**src/verilog/vrs_map.vh**
```
// vrs_map.vh: opcodes, field positions, reset values and frame lengths of the
// voice recorder status register bank.
// assumes inclusion by the design files of the bank; holds definitions only.
`ifndef VRS_MAP_VH
`define VRS_MAP_VH

// ****************************************************************
// command opcodes
// ****************************************************************
`define VRS_OP_POWER_UP 8'h01
`define VRS_OP_STOP 8'h02
`define VRS_OP_RESET 8'h03
`define VRS_OP_CLEAR_EVENT 8'h04
`define VRS_OP_READ_STATUS 8'h05
`define VRS_OP_READ_START_PTR 8'h06
`define VRS_OP_POWER_DOWN 8'h07
`define VRS_OP_PLAY 8'h40
`define VRS_OP_CAPTURE 8'h41
`define VRS_OP_ERASE 8'h42
`define VRS_OP_READ_PATH_CFG 8'h44
`define VRS_OP_LOAD_PATH_CFG 8'h45
`define VRS_OP_NEXT_MESSAGE 8'h48
`define VRS_OP_PRESET_AUDIO_OUT 8'h80
`define VRS_OP_PRESET_CAPTURE 8'h81
`define VRS_OP_PRESET_ERASE 8'h82

// ****************************************************************
// least bytes per frame
// ****************************************************************
`define VRS_LEN_SHORT 3'd2
`define VRS_LEN_LOAD 3'd3
`define VRS_LEN_PRESET 3'd4

// ****************************************************************
// operation codes and field positions
// ****************************************************************
`define VRS_MODE_IDLE 2'b00
`define VRS_MODE_CAPTURE 2'b01
`define VRS_MODE_PLAY 2'b10
`define VRS_MODE_ERASE 2'b11
`define VRS_PS_ERR_BIT 0
`define VRS_PS_FULL_BIT 1
`define VRS_PS_PU_BIT 2
`define VRS_PS_EOM_BIT 3
`define VRS_PS_INT_BIT 4

// ****************************************************************
// reset values
// ****************************************************************
`define VRS_PATH_CFG_RST 12'h000
`define VRS_START_PTR_RST 11'h000

`endif

```
**src/verilog/vrs_status_regs.v**
```verilog
// vrs_status_regs.v: serial command port, status, path configuration and
// start pointer registers, with command acceptance and a one-entry preset buffer.
// assumes a recording core that reports op_done, eom, row address and effects,
// and a host acting as mode 0 serial master.
`timescale 1ns/1ps
`include "vrs_map.vh"
module vrs_status_regs (
	input wire clk,
	input wire arst_n,
	input wire spi_ss_n,
	input wire spi_sck,
	input wire spi_mosi,
	output wire spi_miso,
	input wire [10:0] row_addr,
	input wire op_done,
	input wire eom_detect,
	input wire memory_full,
	input wire [3:0] effect_set,
	input wire [3:0] effect_clr,
	output reg op_start,
	output reg [1:0] op_kind,
	output reg op_stop,
	output reg [10:0] op_start_addr,
	output reg powered_up,
	output reg [11:0] analog_path_config
);
	// ****************************************************************
	// state
	// ****************************************************************
	reg ss_prev_reg;
	reg [2:0] byte_idx_reg;
	reg [7:0] opcode_reg;
	reg [7:0] data1_reg;
	reg [7:0] data2_reg;
	reg [7:0] data3_reg;
	reg [7:0] tx_byte_reg;
	reg tx_load_reg;
	reg [1:0] op_mode_reg;
	reg op_preset_reg;
	reg buf_full_reg;
	reg [1:0] buf_kind_reg;
	reg [10:0] buf_addr_reg;
	reg [3:0] effect_reg;
	reg cmd_err_reg;
	reg int_reg;
	reg eom_reg;
	reg [10:0] start_ptr_reg;
	wire [7:0] rx_byte;
	wire rx_done;
	wire accept;
	wire ready;
	wire frame_start;
	wire frame_end;
	wire [15:0] primary_status;
	wire [7:0] secondary_status;

	assign frame_start = ss_prev_reg & ~spi_ss_n;
	assign frame_end = ~ss_prev_reg & spi_ss_n;

	// ****************************************************************
	// status words
	// ****************************************************************
	// primary status: row address on top, flags below
	assign primary_status = {row_addr, int_reg, eom_reg, powered_up, memory_full, cmd_err_reg};
	// one-hot activity from a single mode code
	assign secondary_status = {effect_reg,
		(op_mode_reg == `VRS_MODE_CAPTURE),
		(op_mode_reg == `VRS_MODE_PLAY),
		(op_mode_reg == `VRS_MODE_ERASE),
		ready};

	// response byte for a frame position and opcode
	function [7:0] resp_byte;
		input [2:0] idx;
		input [7:0] op;
		input [15:0] ps;
		input [7:0] ss;
		input [11:0] cfg;
		input [10:0] ptr;
		begin
			resp_byte = 8'h00;
			case (idx)
			3'd0: resp_byte = ps[7:0];
			3'd1: resp_byte = ps[15:8];
			3'd2: begin
				if (op == `VRS_OP_READ_STATUS)
					resp_byte = ss;
				else if (op == `VRS_OP_READ_START_PTR)
					resp_byte = ptr[7:0];
				else if (op == `VRS_OP_READ_PATH_CFG)
					resp_byte = cfg[7:0];
			end
			3'd3: begin
				if (op == `VRS_OP_READ_START_PTR)
					resp_byte = {5'h00, ptr[10:8]};
				else if (op == `VRS_OP_READ_PATH_CFG)
					resp_byte = {4'h0, cfg[11:8]};
			end
			default: resp_byte = 8'h00;
			endcase
		end
	endfunction

	// preset opcode to operation code
	function [1:0] preset_kind;
		input [7:0] op;
		begin
			case (op)
			`VRS_OP_PRESET_CAPTURE: preset_kind = `VRS_MODE_CAPTURE;
			`VRS_OP_PRESET_AUDIO_OUT: preset_kind = `VRS_MODE_PLAY;
			default: preset_kind = `VRS_MODE_ERASE;
			endcase
		end
	endfunction

	// ****************************************************************
	// submodules
	// ****************************************************************
	vrs_spi_shift u_shift (
		.clk(clk),
		.arst_n(arst_n),
		.ss_n(spi_ss_n),
		.sck(spi_sck),
		.mosi(spi_mosi),
		.tx_byte(tx_byte_reg),
		.tx_load(tx_load_reg),
		.rx_byte(rx_byte),
		.rx_done(rx_done),
		.miso(spi_miso)
	);

	vrs_cmd_gate u_gate (
		.opcode(opcode_reg),
		.nbytes(byte_idx_reg),
		.op_mode(op_mode_reg),
		.op_preset(op_preset_reg),
		.buf_full(buf_full_reg),
		.accept(accept),
		.ready(ready)
	);

	// ****************************************************************
	// frame capture and response loading
	// ****************************************************************
	always @(posedge clk or negedge arst_n) begin
		if (!arst_n) begin
			ss_prev_reg <= 1'b1;
			byte_idx_reg <= 3'd0;
			opcode_reg <= 8'h00;
			data1_reg <= 8'h00;
			data2_reg <= 8'h00;
			data3_reg <= 8'h00;
			tx_byte_reg <= 8'h00;
			tx_load_reg <= 1'b0;
		end else begin
			ss_prev_reg <= spi_ss_n;
			tx_load_reg <= 1'b0;
			if (frame_start) begin
				byte_idx_reg <= 3'd0;
				tx_byte_reg <= resp_byte(3'd0, 8'h00, primary_status, secondary_status,
					analog_path_config, start_ptr_reg);
				tx_load_reg <= 1'b1;
			end else if (rx_done) begin
				case (byte_idx_reg)
				3'd0: opcode_reg <= rx_byte;
				3'd1: data1_reg <= rx_byte;
				3'd2: data2_reg <= rx_byte;
				3'd3: data3_reg <= rx_byte;
				default: data3_reg <= data3_reg;
				endcase
				if (byte_idx_reg != 3'd7)
					byte_idx_reg <= byte_idx_reg + 3'd1;
				tx_byte_reg <= resp_byte(byte_idx_reg + 3'd1,
					(byte_idx_reg == 3'd0) ? rx_byte : opcode_reg,
					primary_status, secondary_status, analog_path_config, start_ptr_reg);
				tx_load_reg <= 1'b1;
			end
		end
	end

	// ****************************************************************
	// effect flags: set wins over clear
	// ****************************************************************
	always @(posedge clk or negedge arst_n) begin
		if (!arst_n) begin
			effect_reg <= 4'h0;
		end else begin
			effect_reg <= (effect_reg & ~{effect_clr[0], effect_clr[1], effect_clr[2],
				effect_clr[3]}) | {effect_set[0], effect_set[1], effect_set[2],
				effect_set[3]};
		end
	end

	// ****************************************************************
	// command execution and operation engine
	// ****************************************************************
	always @(posedge clk or negedge arst_n) begin
		if (!arst_n) begin
			op_mode_reg <= `VRS_MODE_IDLE;
			op_preset_reg <= 1'b0;
			buf_full_reg <= 1'b0;
			buf_kind_reg <= `VRS_MODE_IDLE;
			buf_addr_reg <= 11'h000;
			cmd_err_reg <= 1'b0;
			int_reg <= 1'b0;
			eom_reg <= 1'b0;
			start_ptr_reg <= `VRS_START_PTR_RST;
			analog_path_config <= `VRS_PATH_CFG_RST;
			powered_up <= 1'b0;
			op_start <= 1'b0;
			op_kind <= `VRS_MODE_IDLE;
			op_stop <= 1'b0;
			op_start_addr <= 11'h000;
		end else begin
			op_start <= 1'b0;
			op_stop <= 1'b0;
			// operation end from the core, buffered preset follows
			if (op_done && (op_mode_reg != `VRS_MODE_IDLE)) begin
				if (buf_full_reg) begin
					op_mode_reg <= buf_kind_reg;
					op_kind <= buf_kind_reg;
					op_start_addr <= buf_addr_reg;
					op_start <= 1'b1;
					buf_full_reg <= 1'b0;
					if (buf_kind_reg == `VRS_MODE_CAPTURE)
						start_ptr_reg <= buf_addr_reg;
				end else begin
					op_mode_reg <= `VRS_MODE_IDLE;
					op_preset_reg <= 1'b0;
				end
			end
			if (frame_end && (byte_idx_reg != 3'd0)) begin
				cmd_err_reg <= ~accept;
				if (accept) begin
					case (opcode_reg)
					`VRS_OP_POWER_UP: powered_up <= 1'b1;
					`VRS_OP_STOP: begin
						op_mode_reg <= `VRS_MODE_IDLE;
						op_preset_reg <= 1'b0;
						buf_full_reg <= 1'b0;
						op_stop <= 1'b1;
					end
					`VRS_OP_RESET: begin
						op_mode_reg <= `VRS_MODE_IDLE;
						op_preset_reg <= 1'b0;
						buf_full_reg <= 1'b0;
						op_stop <= (op_mode_reg != `VRS_MODE_IDLE);
						start_ptr_reg <= `VRS_START_PTR_RST;
					end
					`VRS_OP_POWER_DOWN: begin
						op_mode_reg <= `VRS_MODE_IDLE;
						op_preset_reg <= 1'b0;
						buf_full_reg <= 1'b0;
						op_stop <= (op_mode_reg != `VRS_MODE_IDLE);
						powered_up <= 1'b0;
					end
					`VRS_OP_PLAY, `VRS_OP_CAPTURE, `VRS_OP_ERASE: begin
						op_mode_reg <= opcode_reg[1:0] + 2'b10 == 2'b10 ? `VRS_MODE_PLAY :
							(opcode_reg[1:0] == 2'b01 ? `VRS_MODE_CAPTURE : `VRS_MODE_ERASE);
						op_kind <= opcode_reg[1:0] == 2'b00 ? `VRS_MODE_PLAY :
							(opcode_reg[1:0] == 2'b01 ? `VRS_MODE_CAPTURE : `VRS_MODE_ERASE);
						op_start_addr <= row_addr;
						op_start <= 1'b1;
						op_preset_reg <= 1'b0;
						if (opcode_reg == `VRS_OP_CAPTURE)
							start_ptr_reg <= row_addr;
					end
					`VRS_OP_NEXT_MESSAGE: start_ptr_reg <= row_addr;
					`VRS_OP_LOAD_PATH_CFG: analog_path_config <=
						{data2_reg[3:0], data1_reg};
					`VRS_OP_PRESET_AUDIO_OUT, `VRS_OP_PRESET_CAPTURE,
					`VRS_OP_PRESET_ERASE: begin
						if (op_mode_reg == `VRS_MODE_IDLE) begin
							op_mode_reg <= preset_kind(opcode_reg);
							op_kind <= preset_kind(opcode_reg);
							op_start_addr <= {data3_reg[2:0], data2_reg};
							op_start <= 1'b1;
							op_preset_reg <= 1'b1;
							if (opcode_reg == `VRS_OP_PRESET_CAPTURE)
								start_ptr_reg <= {data3_reg[2:0], data2_reg};
						end else begin
							buf_full_reg <= 1'b1;
							buf_kind_reg <= preset_kind(opcode_reg);
							buf_addr_reg <= {data3_reg[2:0], data2_reg};
						end
					end
					default: powered_up <= powered_up;
					endcase
				end
			end
			// event flags: set wins over clear
			if (frame_end && accept && (opcode_reg == `VRS_OP_CLEAR_EVENT) &&
					(byte_idx_reg != 3'd0)) begin
				int_reg <= op_done && (op_mode_reg != `VRS_MODE_IDLE); // set wins over clear
				eom_reg <= eom_detect;
			end else begin
				int_reg <= int_reg | (op_done && (op_mode_reg != `VRS_MODE_IDLE));
				eom_reg <= eom_reg | eom_detect;
			end
		end
	end
endmodule // vrs_status_regs

```
**src/verilog/vrs_spi_shift.v**
```verilog
// vrs_spi_shift.v: byte shifter of the serial command port.
// assumes sck, mosi and ss_n synchronous to clk, sck half period of 2+ clocks,
// mode 0, least significant bit first.
`timescale 1ns/1ps
module vrs_spi_shift (
	input wire clk,
	input wire arst_n,
	input wire ss_n,
	input wire sck,
	input wire mosi,
	input wire [7:0] tx_byte,
	input wire tx_load,
	output reg [7:0] rx_byte,
	output reg rx_done,
	output reg miso
);
	reg sck_prev_reg;
	reg [2:0] bit_cnt_reg;
	reg [7:0] rx_sr_reg;
	reg [7:0] tx_sr_reg;
	wire rise;
	wire fall;

	assign rise = sck & ~sck_prev_reg & ~ss_n;
	assign fall = ~sck & sck_prev_reg & ~ss_n;

	// ****************************************************************
	// receive on rising edge, present next bit on falling edge
	// ****************************************************************
	always @(posedge clk or negedge arst_n) begin
		if (!arst_n) begin
			sck_prev_reg <= 1'b0;
			bit_cnt_reg <= 3'd0;
			rx_sr_reg <= 8'h00;
			tx_sr_reg <= 8'h00;
			rx_byte <= 8'h00;
			rx_done <= 1'b0;
			miso <= 1'b0;
		end else begin
			sck_prev_reg <= sck;
			rx_done <= 1'b0;
			if (ss_n) begin
				bit_cnt_reg <= 3'd0;
			end else if (rise) begin
				rx_sr_reg <= {mosi, rx_sr_reg[7:1]};
				bit_cnt_reg <= bit_cnt_reg + 3'd1;
				if (bit_cnt_reg == 3'd7) begin
					rx_byte <= {mosi, rx_sr_reg[7:1]};
					rx_done <= 1'b1;
				end
			end
			if (tx_load) begin
				tx_sr_reg <= tx_byte;
				if (bit_cnt_reg == 3'd0)
					miso <= tx_byte[0];
			end else if (fall) begin
				miso <= tx_sr_reg[bit_cnt_reg]; // bit index follows bits received
			end
		end
	end
endmodule // vrs_spi_shift

```
**src/verilog/vrs_cmd_gate.v**
```verilog
// vrs_cmd_gate.v: decides whether a finished command frame is accepted.
// assumes the caller passes the opcode, bytes received and the live engine state.
`timescale 1ns/1ps
`include "vrs_map.vh"
module vrs_cmd_gate (
	input wire [7:0] opcode,
	input wire [2:0] nbytes,
	input wire [1:0] op_mode,
	input wire op_preset,
	input wire buf_full,
	output reg accept,
	output reg ready
);
	// least frame length of an opcode, 0 for an unknown opcode
	function [2:0] need_len;
		input [7:0] op;
		begin
			case (op)
			`VRS_OP_LOAD_PATH_CFG: need_len = `VRS_LEN_LOAD;
			`VRS_OP_PRESET_AUDIO_OUT, `VRS_OP_PRESET_CAPTURE,
			`VRS_OP_PRESET_ERASE: need_len = `VRS_LEN_PRESET;
			`VRS_OP_POWER_UP, `VRS_OP_STOP, `VRS_OP_RESET, `VRS_OP_CLEAR_EVENT,
			`VRS_OP_READ_STATUS, `VRS_OP_READ_START_PTR, `VRS_OP_POWER_DOWN,
			`VRS_OP_PLAY, `VRS_OP_CAPTURE, `VRS_OP_ERASE, `VRS_OP_READ_PATH_CFG,
			`VRS_OP_NEXT_MESSAGE: need_len = `VRS_LEN_SHORT;
			default: need_len = 3'd0;
			endcase
		end
	endfunction

	reg always_ok;
	reg is_preset;
	reg stop_ok;
	reg busy;

	// acceptance by opcode class and engine state
	always @* begin
		busy = (op_mode != `VRS_MODE_IDLE);
		always_ok = (opcode == `VRS_OP_RESET) || (opcode == `VRS_OP_CLEAR_EVENT) ||
			(opcode == `VRS_OP_READ_STATUS) || (opcode == `VRS_OP_POWER_DOWN);
		is_preset = (opcode == `VRS_OP_PRESET_AUDIO_OUT) ||
			(opcode == `VRS_OP_PRESET_CAPTURE) || (opcode == `VRS_OP_PRESET_ERASE);
		stop_ok = (opcode == `VRS_OP_STOP) &&
			((op_mode == `VRS_MODE_CAPTURE) || (op_mode == `VRS_MODE_PLAY));
		ready = ~busy | (op_preset & ~buf_full);
		accept = 1'b0;
		if ((need_len(opcode) != 3'd0) && (nbytes >= need_len(opcode))) begin
			if (!busy)
				accept = 1'b1;
			else if (always_ok || stop_ok)
				accept = 1'b1;
			else if (op_preset && is_preset && !buf_full)
				accept = 1'b1;
			else
				accept = 1'b0;
		end
	end
endmodule // vrs_cmd_gate

```
**config.mk**
```make
export PLATFORM = sky130hd
export DESIGN_NAME = vrs_status_regs
export DESIGN_NICKNAME = d
export VERILOG_FILES = /design/src/verilog/vrs_status_regs.v /design/src/verilog/vrs_spi_shift.v /design/src/verilog/vrs_cmd_gate.v
export VERILOG_INCLUDE_DIRS = /design/src /design/src/verilog
export SDC_FILE = /design/constraint.sdc
export NUM_CORES = 1
export LEC_CHECK = 0
export BUFFER_PORTS_ARGS = -buffer_cell sky130_fd_sc_hd__buf_2
export CAP_MARGIN = 5
export CORE_ASPECT_RATIO = 0.5
export CORE_MARGIN = 10
export CORE_UTILIZATION = 50
export CTS_BUF_LIST = sky130_fd_sc_hd__clkbuf_4
export DETAILED_ROUTE_END_ITERATION = 12
export PLACE_DENSITY = 0.65
export SLEW_MARGIN = 30
export SYNTH_ARGS = -nofsm -noshare
export SYNTH_HDL_FRONTEND = slang
export SYNTH_SLANG_ARGS = --single-unit
```
**constraint.sdc**
```tcl
create_clock -name clk -period 7.7 [get_ports clk]
set_input_delay 0.385 -clock clk [delete_from_list [all_inputs] [get_ports clk]]
set_output_delay 0.385 -clock clk [all_outputs]
set_load 0.01 [all_outputs]
```
==> flow_summary.toml <==
[outcome]
outcome = "finished clean"

[critical_path]
critPathMaxFanout = 22
worstRegToRegCells = 10
worstPathCellList = "or4b_1 > nor2_1 > inv_1 > ha_1 > a21o_1 > a31oi_1 > a211o_1 > nand2b_1 > nor4_1 > o22ai_1"
critPathCapture = "start_ptr_reg[10]$_DFF_PN0_"
critPathRequiredTime_ns = 8.09
setup.worst_path.class = "flop to flop"
cp.arrival_ns = 4.66
critPathCaptureType = "flop"
worst_setup_path_start_kind = "flop"
worst-path-stages = 10
r2r-end = "start_ptr_reg[10]$_DFF_PN0_"
max_stage_delay_ns = 0.63
cp_top_family = "simple AND/OR/NAND/NOR gates"
path_buf_inv = 1
startpoint = "opcode_reg[6]$_DFFE_PN0P_"
crit_slowest_cell = "or4b_1"
rrSetupSlack_ns = 3.43
timing.rr.start = "opcode_reg[6]$_DFFE_PN0P_"

[place]
dp_hpwl_um = 14200
gp_congestion = 0.936
io_buffers = 55

[floorplan]
core_area_sq_um = 13500
die_w_um = 186
die_area_sq_um = 19200
start_util = 0.510
fp.dieH_um = 103
rows = 30
io_pins = 56

[drt]
via_per_inst = 6.09
drt_wl_total_um = 19700
num_vias = 5368
dr.first_iter.drc_count = 626
dr.pass1.iters = 6
drc = 0
wire_per_inst_um = 22.3
ant_nets = 0

[synth]
synth_cells = 640
syn_avg_cell_area_sq_um = 10.8
synth_top_area_share = 0.475
synthesis.area_sq_um = 6900
synth_most_common_cell = "dfrtp_1"
synth.area.top_cells = "dfrtp_1, mux2_2, ha_1"
ys_types = 62
ys_seq_area_frac = 0.479
synth-edff-count = 0
synth_nets = 685
async_reset_ff_frac = 1.00
post-synth-top-area-cell = "dfrtp_1"
synth_ff_type = "dfrtp_1"
synth_commonest_cells = "dfrtp_1, mux2_2, nor2_1"
yosys_register_bits = 132
yosysWarningCount = 0

[timing]
finalSetupViolations = 0
rsz0062_at_grt = "false"
relSlewSlack = 0.310
fmax_ghz = 0.234
whs_ns = 0.0802
period_share = 0.555
tightest_slew_ns = 1.03
finalHoldViolations = 0
fin_crit_ns = 4.27
setup_tns_ns = 0
final.setup_skew_ns = 0.0213
slew_viol_final = 0

[hold_path]
hp-class = "input pin to flop"

[clocking]
root_buffer = "clkbuf_4"
cts_made_buffers = 17
clock-sinks = 132
htree_num_levels = 4
clkTransAtPathRegs_ns = 0.13
max-clock-path-buffers = 2
cts_tree = "done"
cts_setup_buffers = 0
clock_latency_ns = 0.55

[power]
switching_share = 0.255
p_int_uw = 1000
pwr-share-clk = 0.372
power.switching_uw = 344
combPwrFrac = 0.070
power.density_nw_per_um2 = 176
seq_power_share = 0.559
vdd_ir_drop_max_v = 0.0000868
leakage_uw = 0.00359

[final_layout]
largest_register_ffs = 12
final_nets = 737
max_flop_register = "analog_path_config"
syn2layout_area_growth_pct = 11.2
drive_gt1_frac = 0.244
num-fill-cells = 1161

[global_route]
gr-usage-met3 = 0.0876
use_met1 = 0.309
grt_first_pass_wirelength_um = 30600
antenna_found_initial = 1
grt-busiest-layer = "met1"
grt_pass1_vias = 5167
met2_usage = 0.284
grtUsageTotal = 0.214
grt.overflow.total = 0
grt_max_degree = 76

[job]
drv_cap = 0
## power groups by stage
stage / clock network, uW / registers (uW) / logic, uW
after floorplan: 0 / 759 / 55.6
after CTS: 506 / 754 / 94.0
after global placement: 0 / 765 / 89.7
after detailed placement: 0 / 768 / 91.3
final: 501 / 753 / 93.7
after global routing: 542 / 760 / 106
## how the worst min path moves through the flow
stage               depth (start not counted)                           endpoint  slack (ns)           from
floorplan                                   0  analog_path_config[0]$_DFFE_PN0P_        0.09         arst_n
global placement                            1   u_shift.tx_sr_reg[5]$_DFFE_PN0P_        0.39         arst_n
detailed placement                          1   u_shift.tx_sr_reg[4]$_DFFE_PN0P_        0.39         arst_n
CTS                                         2            effect_reg[0]$_DFF_PN0_       0.006  effect_set[3]
global route                                2   u_shift.rx_sr_reg[7]$_DFFE_PN0P_        0.03       spi_mosi
finish                                      2   u_shift.rx_sr_reg[7]$_DFFE_PN0P_        0.08       spi_mosi
## metal layers
layer | routed length (um) | vias to the layer above
met4 | 281 | 0
met1 | 9330 | 2630
li1 | - | 2455
met5 | 0 | -
met2 | 7890 | 252
met3 | 2190 | 31
## metrics by stage
step | worst slack [ns] | power [uW] | cell area, sq um | instances | utilization
floorplan | 4.32 | 815 | 6900 | 640 | -
global placement | 3.71 | 855 | 7280 | 841 | 0.539
detailed placement | 3.59 | 859 | 7290 | 841 | 0.539
CTS | 3.54 | 1350 | 7640 | 879 | 0.566
global route | 3.12 | 1410 | 7670 | 882 | 0.568
finish | 3.43 | 1350 | 7670 | 882 | 0.568
## logic make-up after synthesis
family                     share of synthesized area
AOI/OAI and AO/OA                              0.155
xor gates and xnor gates                     0.00508
adders and majority gates                     0.0327
buffers and inverters                         0.0372
DFF                                            0.479
muxes                                          0.162
and+or+nand+nor                                0.130
## cell usage in the layout, fill, tap and decap left out, types with 4 or more instances in the layout
master,synthesis,layout
a211oi_1,4,4
a21o_1,6,6
a21oi_1,31,31
a221o_1,4,4
a22o_1,7,7
a22oi_1,18,18
a31oi_1,8,8
and2_1,14,14
buf_2,1,54
buf_4,1,5
clkbuf_4,0,18
clkinvlp_4,0,5
dfrtp_1,131,131
dlygate4sd3_1,0,8
ha_1,18,18
inv_1,25,25
mux2_1,7,7
mux2_2,56,56
mux2_4,10,10
mux2i_1,21,21
nand2_1,26,26
nand2b_1,14,14
nand3_1,6,6
nor2_1,48,48
nor2b_1,11,11
nor3_1,10,9
nor4_1,12,12
o21a_1,4,4
o21ai_0,34,34
o21ai_1,7,7
o221ai_1,6,6
o22ai_1,14,14
or2_2,4,4
xnor2_1,4,4
## repair_timing
item,in CTS,in global routing
resized for setup,0,0
hold endpoints to repair,61,2
hold buffers,6,2
## area by class of cell
class / instances / area, sq um / share of cell area
clock inverter: 14 / 161 / 0.0210
antenna: 1 / 2.50 / 0.000326
inverter: 25 / 93.8 / 0.0122
multi-input combinational: 447 / 3340 / 0.436
sequential: 132 / 3300 / 0.431
timing repair buffer: 69 / 410 / 0.0535
clock buffer: 18 / 135 / 0.0176
tap: 176 / 220 / 0.0287
No activity file was read; power rests on OpenSTA's default activity.
